--- src/inc/dfd_map.svh ---
// constants for the digital input function decoder
// assumes inclusion by the package, design and bench files
`ifndef DFD_MAP_SVH
`define DFD_MAP_SVH
`define DFD_N_TERM 9
`define DFD_FUNC_W 6
`define DFD_FN_FREQ_NORMAL 6'h0b
`define DFD_FN_WRITE_EN 6'h13
`define DFD_FN_PID_CANCEL 6'h14
`define DFD_FN_INVERSE 6'h15
`define DFD_FN_INTERLOCK 6'h16
`define DFD_FN_TORQUE_CANCEL 6'h17
`define DFD_FN_LINK_EN 6'h18
`define DFD_FN_UNIVERSAL 6'h19
`define DFD_FN_PICKUP 6'h1a
`define DFD_FN_STOP_NORMAL 6'h1e
`define DFD_FN_STOP_FOURTH 6'h1f
`define DFD_FN_FREQ_INVERTED 6'h23
`define DFD_STOP_HOLD_US 4000
`define DFD_CLK_MHZ 20
`define DFD_STOP_HOLD_CYC (`DFD_STOP_HOLD_US * `DFD_CLK_MHZ)
`endif

--- src/inc/dfd_pkg.sv ---
// types for the digital input function decoder
// assumes dfd_map.svh on the include path
`include "dfd_map.svh"
package dfd_pkg;
    typedef enum logic [1:0] {
        DFD_RAMP_NONE = 2'b00,
        DFD_RAMP_NORMAL = 2'b01,
        DFD_RAMP_FOURTH = 2'b11
    } dfd_ramp_t;
    typedef enum logic [1:0] {
        DFD_ST_IDLE = 2'b00,
        DFD_ST_DECEL = 2'b01,
        DFD_ST_HELD = 2'b11
    } dfd_stop_t;
endpackage : dfd_pkg

--- src/hdl/dfd_sync.sv ---
// three-stage pin synchroniser with second/third agreement filter
// assumes inputs are asynchronous to CORE_CLK
`timescale 1ns/1ps
module dfd_sync #(
    parameter int WIDTH = 9,
    parameter logic [0:0] RESET_LEVEL = 1'b0
) (
    input wire logic clk,
    input wire logic arst_n,
    input wire logic ce,
    input wire logic [WIDTH-1:0] pin,
    output logic [WIDTH-1:0] level
);
    logic [WIDTH-1:0] s1_q, s2_q, s3_q, lvl_q;
    wire [WIDTH-1:0] agree = ~(s2_q ^ s3_q);
    always_ff @(posedge clk or negedge arst_n) begin
        if (!arst_n) begin
            s1_q <= {WIDTH{RESET_LEVEL}};
            s2_q <= {WIDTH{RESET_LEVEL}};
            s3_q <= {WIDTH{RESET_LEVEL}};
            lvl_q <= {WIDTH{RESET_LEVEL}};
        end else if (ce) begin
            s1_q <= pin;
            s2_q <= s1_q;
            s3_q <= s2_q;
            lvl_q <= (agree & s3_q) | (~agree & lvl_q);
        end
    end
    assign level = lvl_q;
endmodule : dfd_sync

--- src/hdl/dfd_decoder.sv ---
// input terminal function decoder: per-terminal function codes gate drive behaviour
// assumes terminal pins asynchronous; function codes and settings static from core logic
`timescale 1ns/1ps
`include "dfd_map.svh"
// Summary of operation
// - keypad write allowed only while write-enable input is on or unassigned
// - closed-loop cancel on selects keypad frequency instead of closed loop
// - inverse-mode input on inverts analog forward/inverse sense
// - inverse-mode input ignored when closed-loop mode is 1 or 2
// - interlock input on supplies momentary power-failure detection
// - with torque control, cancel input moves voltage input to frequency or feedback
// - link commands accepted only while link-enable input is on or unassigned
// - universal input state readable over link, no drive effect
// - pick-up start enabled while its input is on
// - forced-stop active low; going off while running decelerates and alarms
// - second forced-stop uses fourth deceleration time
// - forced stop overrides every command source
// - ramp may stretch under torque limit or regeneration avoidance
// - inverted source select: off second method, on first method
// - both source selects assigned gives configuration error
// - normal source select: off first method, on second method
module dfd_decoder
    import dfd_pkg::*;
#(
    parameter int N_TERM = `DFD_N_TERM,
    parameter int STOP_HOLD_CYC = `DFD_STOP_HOLD_CYC
) (
    input wire logic CORE_CLK,
    input wire logic ARST_N,
    input wire logic CLK_EN,
    input wire logic [N_TERM-1:0] TERM_IN,
    input wire logic [N_TERM*`DFD_FUNC_W-1:0] TERM_FUNC,
    input wire logic [1:0] CLOSED_LOOP_MODE,
    input wire logic [1:0] TORQUE_CONTROL_MODE,
    input wire logic MOTOR_RUNNING,
    input wire logic DECEL_LIMIT_ACTIVE,
    input wire logic KEYPAD_WRITE_REQ,
    input wire logic LINK_CMD_REQ,
    output logic KEYPAD_WRITE_OK,
    output logic CLOSED_LOOP_ACTIVE,
    output logic ANALOG_INVERT,
    output logic IPF_DETECT_EXT,
    output logic IPF_DETECT_USE,
    output logic VIN_IS_TORQUE_CMD,
    output logic VIN_IS_FEEDBACK,
    output logic LINK_CMD_OK,
    output logic [N_TERM-1:0] UNIVERSAL_READ,
    output logic PICKUP_START_EN,
    output logic FORCED_STOP,
    output logic FOURTH_RAMP_SEL,
    output logic RAMP_STRETCH_OK,
    output logic CMD_SOURCE_BLOCK,
    output logic SECOND_FREQ_SEL,
    output logic CONFIG_STOP_ALARM
);
    if (N_TERM < 1 || N_TERM > 32) begin : g_bad_nterm
        $error("N_TERM out of range");
    end
    if (STOP_HOLD_CYC < 1) begin : g_bad_hold
        $error("STOP_HOLD_CYC must be positive");
    end

    logic [N_TERM-1:0] lvl;
    dfd_sync #(.WIDTH(N_TERM), .RESET_LEVEL(1'b0)) u_sync (
        .clk(CORE_CLK),
        .arst_n(ARST_N),
        .ce(CLK_EN),
        .pin(TERM_IN),
        .level(lvl)
    );

    // per-terminal decode: assigned mask for each function
    logic [N_TERM-1:0] a_we, a_pid, a_ivs, a_il, a_trq, a_le, a_ud, a_stm, a_s1, a_s2, a_fn, a_fi;
    genvar g;
    generate
        for (g = 0; g < N_TERM; g++) begin : g_term
            wire [`DFD_FUNC_W-1:0] fc = TERM_FUNC[g*`DFD_FUNC_W +: `DFD_FUNC_W];
            assign a_we[g] = (fc == `DFD_FN_WRITE_EN);
            assign a_pid[g] = (fc == `DFD_FN_PID_CANCEL);
            assign a_ivs[g] = (fc == `DFD_FN_INVERSE);
            assign a_il[g] = (fc == `DFD_FN_INTERLOCK);
            assign a_trq[g] = (fc == `DFD_FN_TORQUE_CANCEL);
            assign a_le[g] = (fc == `DFD_FN_LINK_EN);
            assign a_ud[g] = (fc == `DFD_FN_UNIVERSAL);
            assign a_stm[g] = (fc == `DFD_FN_PICKUP);
            assign a_s1[g] = (fc == `DFD_FN_STOP_NORMAL);
            assign a_s2[g] = (fc == `DFD_FN_STOP_FOURTH);
            assign a_fn[g] = (fc == `DFD_FN_FREQ_NORMAL);
            assign a_fi[g] = (fc == `DFD_FN_FREQ_INVERTED);
        end
    endgenerate

    // an unassigned function behaves as its inactive default, except write enable and link enable, which act as on
    wire we_on = ~|a_we | |(a_we & lvl);
    wire pid_cancel = |(a_pid & lvl);
    wire ivs_on = |(a_ivs & lvl);
    wire il_assigned = |a_il;
    wire il_on = |(a_il & lvl);
    wire trq_cancel = |(a_trq & lvl);
    wire le_on = ~|a_le | |(a_le & lvl);
    wire stm_on = |(a_stm & lvl);
    // forced-stop inputs are active low: any assigned terminal off requests stop
    wire s1_req = |(a_s1 & ~lvl);
    wire s2_req = |(a_s2 & ~lvl);
    wire both_sel = |a_fn & |a_fi;
    wire fn_on = |(a_fn & lvl);
    wire fi_on = |(a_fi & lvl);
    wire cl_sel = (CLOSED_LOOP_MODE == 2'd1) || (CLOSED_LOOP_MODE == 2'd2);
    wire tq_sel = (TORQUE_CONTROL_MODE == 2'd1) || (TORQUE_CONTROL_MODE == 2'd2);
    wire cl_run = cl_sel & ~pid_cancel;
    wire second_d = |a_fn ? fn_on : (|a_fi ? ~fi_on : 1'b0);

    dfd_stop_t st_q, st_d;
    dfd_ramp_t ramp_q, ramp_d;
    logic [31:0] hold_q, hold_d;
    logic alarm_q;
    logic [N_TERM-1:0] ud_q;
    logic kw_q;
    logic ac_q;
    logic ai_q;
    logic ipf_q;
    logic ipu_q;
    logic vt_q;
    logic vf_q;
    logic lk_q;
    logic pk_q;
    logic sf_q;

    wire stop_req = s1_req | s2_req;
    // fourth ramp wins when both stop inputs are off, as it is the dedicated one
    wire [1:0] ramp_sel = s2_req ? DFD_RAMP_FOURTH : DFD_RAMP_NORMAL;
    wire hold_done = (hold_q >= 32'(STOP_HOLD_CYC - 1));

    always_comb begin
        st_d = st_q;
        ramp_d = ramp_q;
        hold_d = hold_q;
        unique case (st_q)
            DFD_ST_IDLE: begin
                if (stop_req && MOTOR_RUNNING) begin
                    st_d = DFD_ST_DECEL;
                    ramp_d = dfd_ramp_t'(ramp_sel);
                    hold_d = 32'd0;
                end
            end
            DFD_ST_DECEL: begin
                if (stop_req && !hold_done) begin
                    hold_d = hold_q + 32'd1;
                end
                if (s2_req) begin
                    ramp_d = DFD_RAMP_FOURTH;
                end
                if (!stop_req && !MOTOR_RUNNING) begin
                    st_d = DFD_ST_HELD;
                end
            end
            DFD_ST_HELD: begin
                st_d = DFD_ST_IDLE;
                ramp_d = DFD_RAMP_NONE;
            end
            default: begin
                st_d = DFD_ST_IDLE;
                ramp_d = DFD_RAMP_NONE;
            end
        endcase
    end

    wire stopping = (st_q == DFD_ST_DECEL);
    always_ff @(posedge CORE_CLK or negedge ARST_N) begin
        if (!ARST_N) begin
            st_q <= DFD_ST_IDLE;
            ramp_q <= DFD_RAMP_NONE;
            hold_q <= 32'd0;
            alarm_q <= 1'b0;
            ud_q <= '0;
            kw_q <= 1'b0;
            ac_q <= 1'b0;
            ai_q <= 1'b0;
            ipf_q <= 1'b0;
            ipu_q <= 1'b0;
            vt_q <= 1'b0;
            vf_q <= 1'b0;
            lk_q <= 1'b0;
            pk_q <= 1'b0;
            sf_q <= 1'b0;
        end else if (CLK_EN) begin
            st_q <= st_d;
            ramp_q <= ramp_d;
            hold_q <= hold_d;
            // alarm stays until reset; the drive has no clear path here
            alarm_q <= alarm_q | both_sel | (stop_req & MOTOR_RUNNING);
            ud_q <= a_ud & lvl;
            kw_q <= KEYPAD_WRITE_REQ & we_on;
            ac_q <= cl_run;
            ai_q <= ivs_on & ~cl_sel;
            ipf_q <= il_assigned & il_on;
            ipu_q <= il_assigned;
            vt_q <= tq_sel & ~trq_cancel;
            vf_q <= tq_sel & trq_cancel & cl_run;
            // stop blocks link commands too, whatever the link enable says
            lk_q <= LINK_CMD_REQ & le_on & ~stop_req & ~stopping;
            pk_q <= stm_on;
            sf_q <= second_d;
        end
    end

    assign KEYPAD_WRITE_OK = kw_q;
    assign CLOSED_LOOP_ACTIVE = ac_q;
    assign ANALOG_INVERT = ai_q;
    assign IPF_DETECT_EXT = ipf_q;
    assign IPF_DETECT_USE = ipu_q;
    assign VIN_IS_TORQUE_CMD = vt_q;
    assign VIN_IS_FEEDBACK = vf_q;
    assign LINK_CMD_OK = lk_q;
    assign UNIVERSAL_READ = ud_q;
    assign PICKUP_START_EN = pk_q;
    assign FORCED_STOP = stopping;
    assign FOURTH_RAMP_SEL = (ramp_q == DFD_RAMP_FOURTH);
    assign RAMP_STRETCH_OK = stopping & DECEL_LIMIT_ACTIVE;
    assign CMD_SOURCE_BLOCK = stopping | stop_req;
    assign SECOND_FREQ_SEL = sf_q;
    assign CONFIG_STOP_ALARM = alarm_q;
endmodule : dfd_decoder

--- config.mk ---
export PLATFORM = sky130hd
export DESIGN_NAME = dfd_decoder
export DESIGN_NICKNAME = d
export VERILOG_FILES = /design/src/inc/dfd_pkg.sv /design/src/hdl/dfd_sync.sv /design/src/hdl/dfd_decoder.sv
export VERILOG_INCLUDE_DIRS = /design/src /design/src/inc
export SDC_FILE = /design/constraint.sdc
export NUM_CORES = 1
export LEC_CHECK = 0
export BUFFER_PORTS_ARGS = -buffer_cell sky130_fd_sc_hd__buf_2
export CORE_ASPECT_RATIO = 2
export CORE_MARGIN = 2
export CORE_UTILIZATION = 55
export DETAILED_ROUTE_END_ITERATION = 8
export PLACE_DENSITY = 0.82
export SETUP_SLACK_MARGIN = 0.02
export SYNTH_ARGS = -nofsm -noshare
export SYNTH_HDL_FRONTEND = slang
export SYNTH_HIERARCHICAL = 1
export SYNTH_SLANG_ARGS = --single-unit
--- constraint.sdc ---
create_clock -name CORE_CLK -period 1.9 [get_ports CORE_CLK]
set_input_delay 0.095 -clock CORE_CLK [delete_from_list [all_inputs] [get_ports CORE_CLK]]
set_output_delay 0.095 -clock CORE_CLK [all_outputs]
set_load 0.02 [all_outputs]
# == Word-level counts from Yosys, hierarchy flattened ==
# Cells that the tools add are included.
# totals
register_bits,60
mem_count,0
word_cells,215
mem_bits_rw,0
rom_bits,0
latchBits,0
# classes
bitwise,44
muxes,9
n_shift,0
n_addsub,0
n_lt_le_gt_ge,0
n_eq_ne,117
multipliers,0
n_div,0
reduce_logical,27
# ops
op,n
equality test 6 x 5 -> 1 bit (second input constant),90
OR reduction 9 bit,16
bitwise AND 9 bit,14
equality test 6 x 4 -> 1 bit (second input constant),9
equality test 6 bit (second input constant),9
inverter 9 bit,3
bitwise AND 1 bit,13
2-to-1 mux 2 bit,5
bitwise OR 9 bit,1
XOR 9 bit,1
one-hot mux 2 bit (2 select lines),2
equality test 2 x 1 -> 1 bit (second input constant),3
equality test 2 bit (second input constant),3
inverter 1 bit,6
bitwise OR 1 bit,6
AND reduction 3 bit,2
logical NOT 1 bit,4
!= test 2 bit (second input constant),2
logical AND 1 bit,2
logical NOT 2 bit,1
logical OR 1 bit,2
2-to-1 mux 1 bit,2
!= test 2 x 1 -> 1 bit (second input constant),1

# == Logic depth before layout (Yosys ltp) ==
# logic_depth
ltp_word,8
depth_mapped,7
depth_no_buf,6

# == Modules after synthesis ==
# Netlist, hierarchy kept.
# modules_own_cells
mod,seq_area_each_um2,area_per_inst_um2,cells_per_inst,n_inst
dfd_decoder,600.6,2642.5,340,1
dfd_sync,900.9,1472.7,95,1

# == Worst setup path before layout ==
# No wires, ideal clock.
# synth_path
path_kind,reg-to-reg
startpoint,register (tool-made name)
endpoint,register ramp_q[0]
path_stages_with_launch,8
arrival_ps,1586
n_path_buf,1
required_ps,1751
path_slack_ps,165
path_cell_list,dfrtp_1 -> buf_2 -> nand2b_1 -> nor3_1 -> nor4_1 -> a41oi_1 -> o31ai_1 -> a221oi_1
# synth_rtl
element,line,text
end signal: assignment,dfd_decoder.sv:188,ramp_q <= ramp_d;
end: declaration,dfd_decoder.sv:114,"dfd_ramp_t ramp_q, ramp_d;"

==> results.md <==
- Final Routed Wirelength: around 16 mm
- Logic pwr share: around a third
- H-tree depth: 3
- Final setup violation count: 5
- Hold crit path type: input pin to flop
- Via count: approximately 4700
- Worst Skew: 0.00741 ns
- Psw: about 1.6 mW
- HPWL Detailed: around 12 mm
- Largest net degree at the start of global routing: 61
- Max Freq: about 470 MHz
- Residual DRC: 0
- Root buffer cell: clkbuf_16
- Ant. Diodes: 0
- Critical Path RT: about 1.8 ns
- Layout cells sized above 1: 35.3%
- Slew Limit Headroom: 36.3%
- Drt first pass iters: 6
- Final ANT Viol Nets: 0
- Cells after synthesis: 435
- IO Pins: between 90 and 100
- Slack of the critical path: -0.236 ns
- Post-synthesis cell area: approximately 4100 µm²
- Failing checks: negative setup slack
- Tightest hold margin: about 0.014 ns
- Die footprint: 8230 µm²
- RSZ-0062 raised after global routing: yes
- Power density over cell area: between 800 and 900 nW/µm²
- Die width: ~65 µm
- Initial antenna violation count: 0
- First-pass GRT wire length: about 24 mm
- Top_reg_cell synth: dfrtp_1
- Grt total ovfl: 0
- EDFF count, synth: 0
- Worst-skew pair later-pin latency: between 0.3 and 0.4 ns
- Synthesized flop and latch total: 60
- Row cnt: 44
- Fin area: 5560 µm²
- Final Cycle Share: 112%
- Final hold violation count: 0
- Yosys warns: 6
- Register share of total power: between 30% and 40%
- Fin util: 76.6%
- CTS buffer count: 9
- CP max FO: 2
- Commonest non-fill, non-tap cell in the layout: buf_2
- CTS clk-pin slew, worst paths: about 0.05 ns
- CP startpoint kind: flop
- Nets: 667
- Routed len/inst: 23.4 µm
- Core area: just over 7000 µm²
- Sum Neg Setup Slack: -0.631 ns
- Most frequent cells in the layout: buf_2 (96), dfrtp_1 (59), buf_4 (49), nor2_1 (28), mux2_2 (27)
- Clock share of power: between 30% and 40%
- Net Sw Frac: about 33%
- Fin. max-slew vios: 0
- Max_cap viols: 0
- Crit Path Class: flop to output pin
- Mean Syn Cell Area: 9.46 µm²
- GRT Resource Usage Total: between 40% and 50%
- Final critical-path required period: 2.14 ns
- Vias in the first global route: about 4700
- Worst vdd rail ir drop: around 0.82 mV
- Critical path arrival: approximately 2.0 ns
- Area Overhead vs Synth: 35.2%
- Setup crit end kind: output pin
- Clock tree sinks: 60
- Netlist cell types: between 60 and 70
- Status: finished, violations left
- Internal Power: ~3.2 mW
- Initial core utilization: a little under three fifths
- Layout fillers: ~530
- Die height: roughly 130 µm
- 1st-iter DRT viols: between 500 and 600
- Worst-margin pin slew: between 0.9 and 1 ns
- Async set-reset flop share out of synthesis: between 90% and 100%
- CTS tree: built
- GP Congestion: roughly 1.0
- Register area share after synthesis: 36.5%
- Clk buf depth: 2
- Mapped Nets: between 500 and 600
- Vias per cell: approximately 6.8
- Post-DP Area: 4960 µm²
- PortBufs: slightly below 100
- Leakage power figure: roughly 2.4 nW
-- power by group through the flow --
stage	Combinational [mW]	Clock [mW]	Sequential (mW)
6_report	1.53	1.60	1.69
4_1_cts	1.43	1.60	1.67
5_1_grt	1.63	1.66	1.71
3_5_place_dp	1.36	0	1.69
2_1_floorplan	0.653	0	1.74
3_3_place_gp	1.32	0	1.68
-- cells by family after synthesis --
kind of cell              after synthesis  synth area share, %
DFF                                    60                 36.5
muxes                                  27                 7.39
buffers and inverters                  28                 3.59
and+or+nand+nor                       226                 34.9
AOI/OAI and AO/OA                      92                 17.2
xor gates and xnor gates                2                0.426
-- worst max-delay path: stages, from the launching register on --
cell      delay (ns)
dfrtp_1         0.33
nand3b_1        0.20
o22ai_4         0.12
nor4_2          0.28
buf_4           0.15
nand4_1         0.11
buf_4           0.17
or2_1           0.22
buf_6           0.13
-- layer usage --
metal / track usage (%) / share of wire (%)
met1: 41.4 / 32
met2: 68.5 / 51
met3: 7.45 / 7.6
met4: 33.6 / 8.9
met5: 0 / 0
-- timing repair --
item	CTS	global route
setup endpoints to repair	8	9
resized for setup	10	15
setup buffers	4	6
gates cloned	0	0
endpoints found under the hold margin	69	0
pin swaps	4	7
hold buffers	10	0
-- synth_stat cells (all sizes together), types with 14 or more instances --
master	n	area, µm²
nor4	15	93.8
inv	16	60.1
nand2	20	75.1
nand3b	17	128
nor2	28	105
nand2b	21	131
nor3	19	100
o22ai	15	93.8
dfrtp	60	1500
mux2	27	304
nor2b	14	87.6
nand3	15	75.1
-- worst paths after layout --
kind                                from           endpoint  slack (ns)  cells after the start
min in group asynchronous         ARST_N  UNIVERSAL_READ[5]        0.47                      3
max                                 flop   CMD_SOURCE_BLOCK       -0.24                      8
max reg2reg                         flop          ramp_q[1]       -0.16                      9
max in group asynchronous         ARST_N          async pin        0.87                      3
min reg2reg                ANALOG_INVERT      ANALOG_INVERT        0.47                      2
min                           TERM_IN[3]     u_sync/s1_q[3]        0.01                      2
-- per-stage QoR --
step | cells | power (mW) | worst slack (ns)
finish | 690 | 4.82 | -0.236
global route | 690 | 4.99 | -0.308
CTS | 684 | 4.70 | -0.190
detailed placement | 654 | 3.04 | -0.200
global placement | 654 | 3.00 | -0.143
floorplan | 435 | 2.39 | 0.165
-- layout make-up --
cell class | instances | area [µm²] | share of cell area [%]
Clock inverter | 6 | 65.1 | 1.17
Sequential cell | 60 | 1500 | 27.0
Multi-Input combinational cell | 347 | 2590 | 46.5
Inverter | 16 | 63.8 | 1.15
Tap cell | 92 | 115 | 2.07
Timing Repair Buffer | 159 | 1000 | 18.0
Clock buffer | 10 | 229 | 4.12
Power figures use the tool's default switching activity.
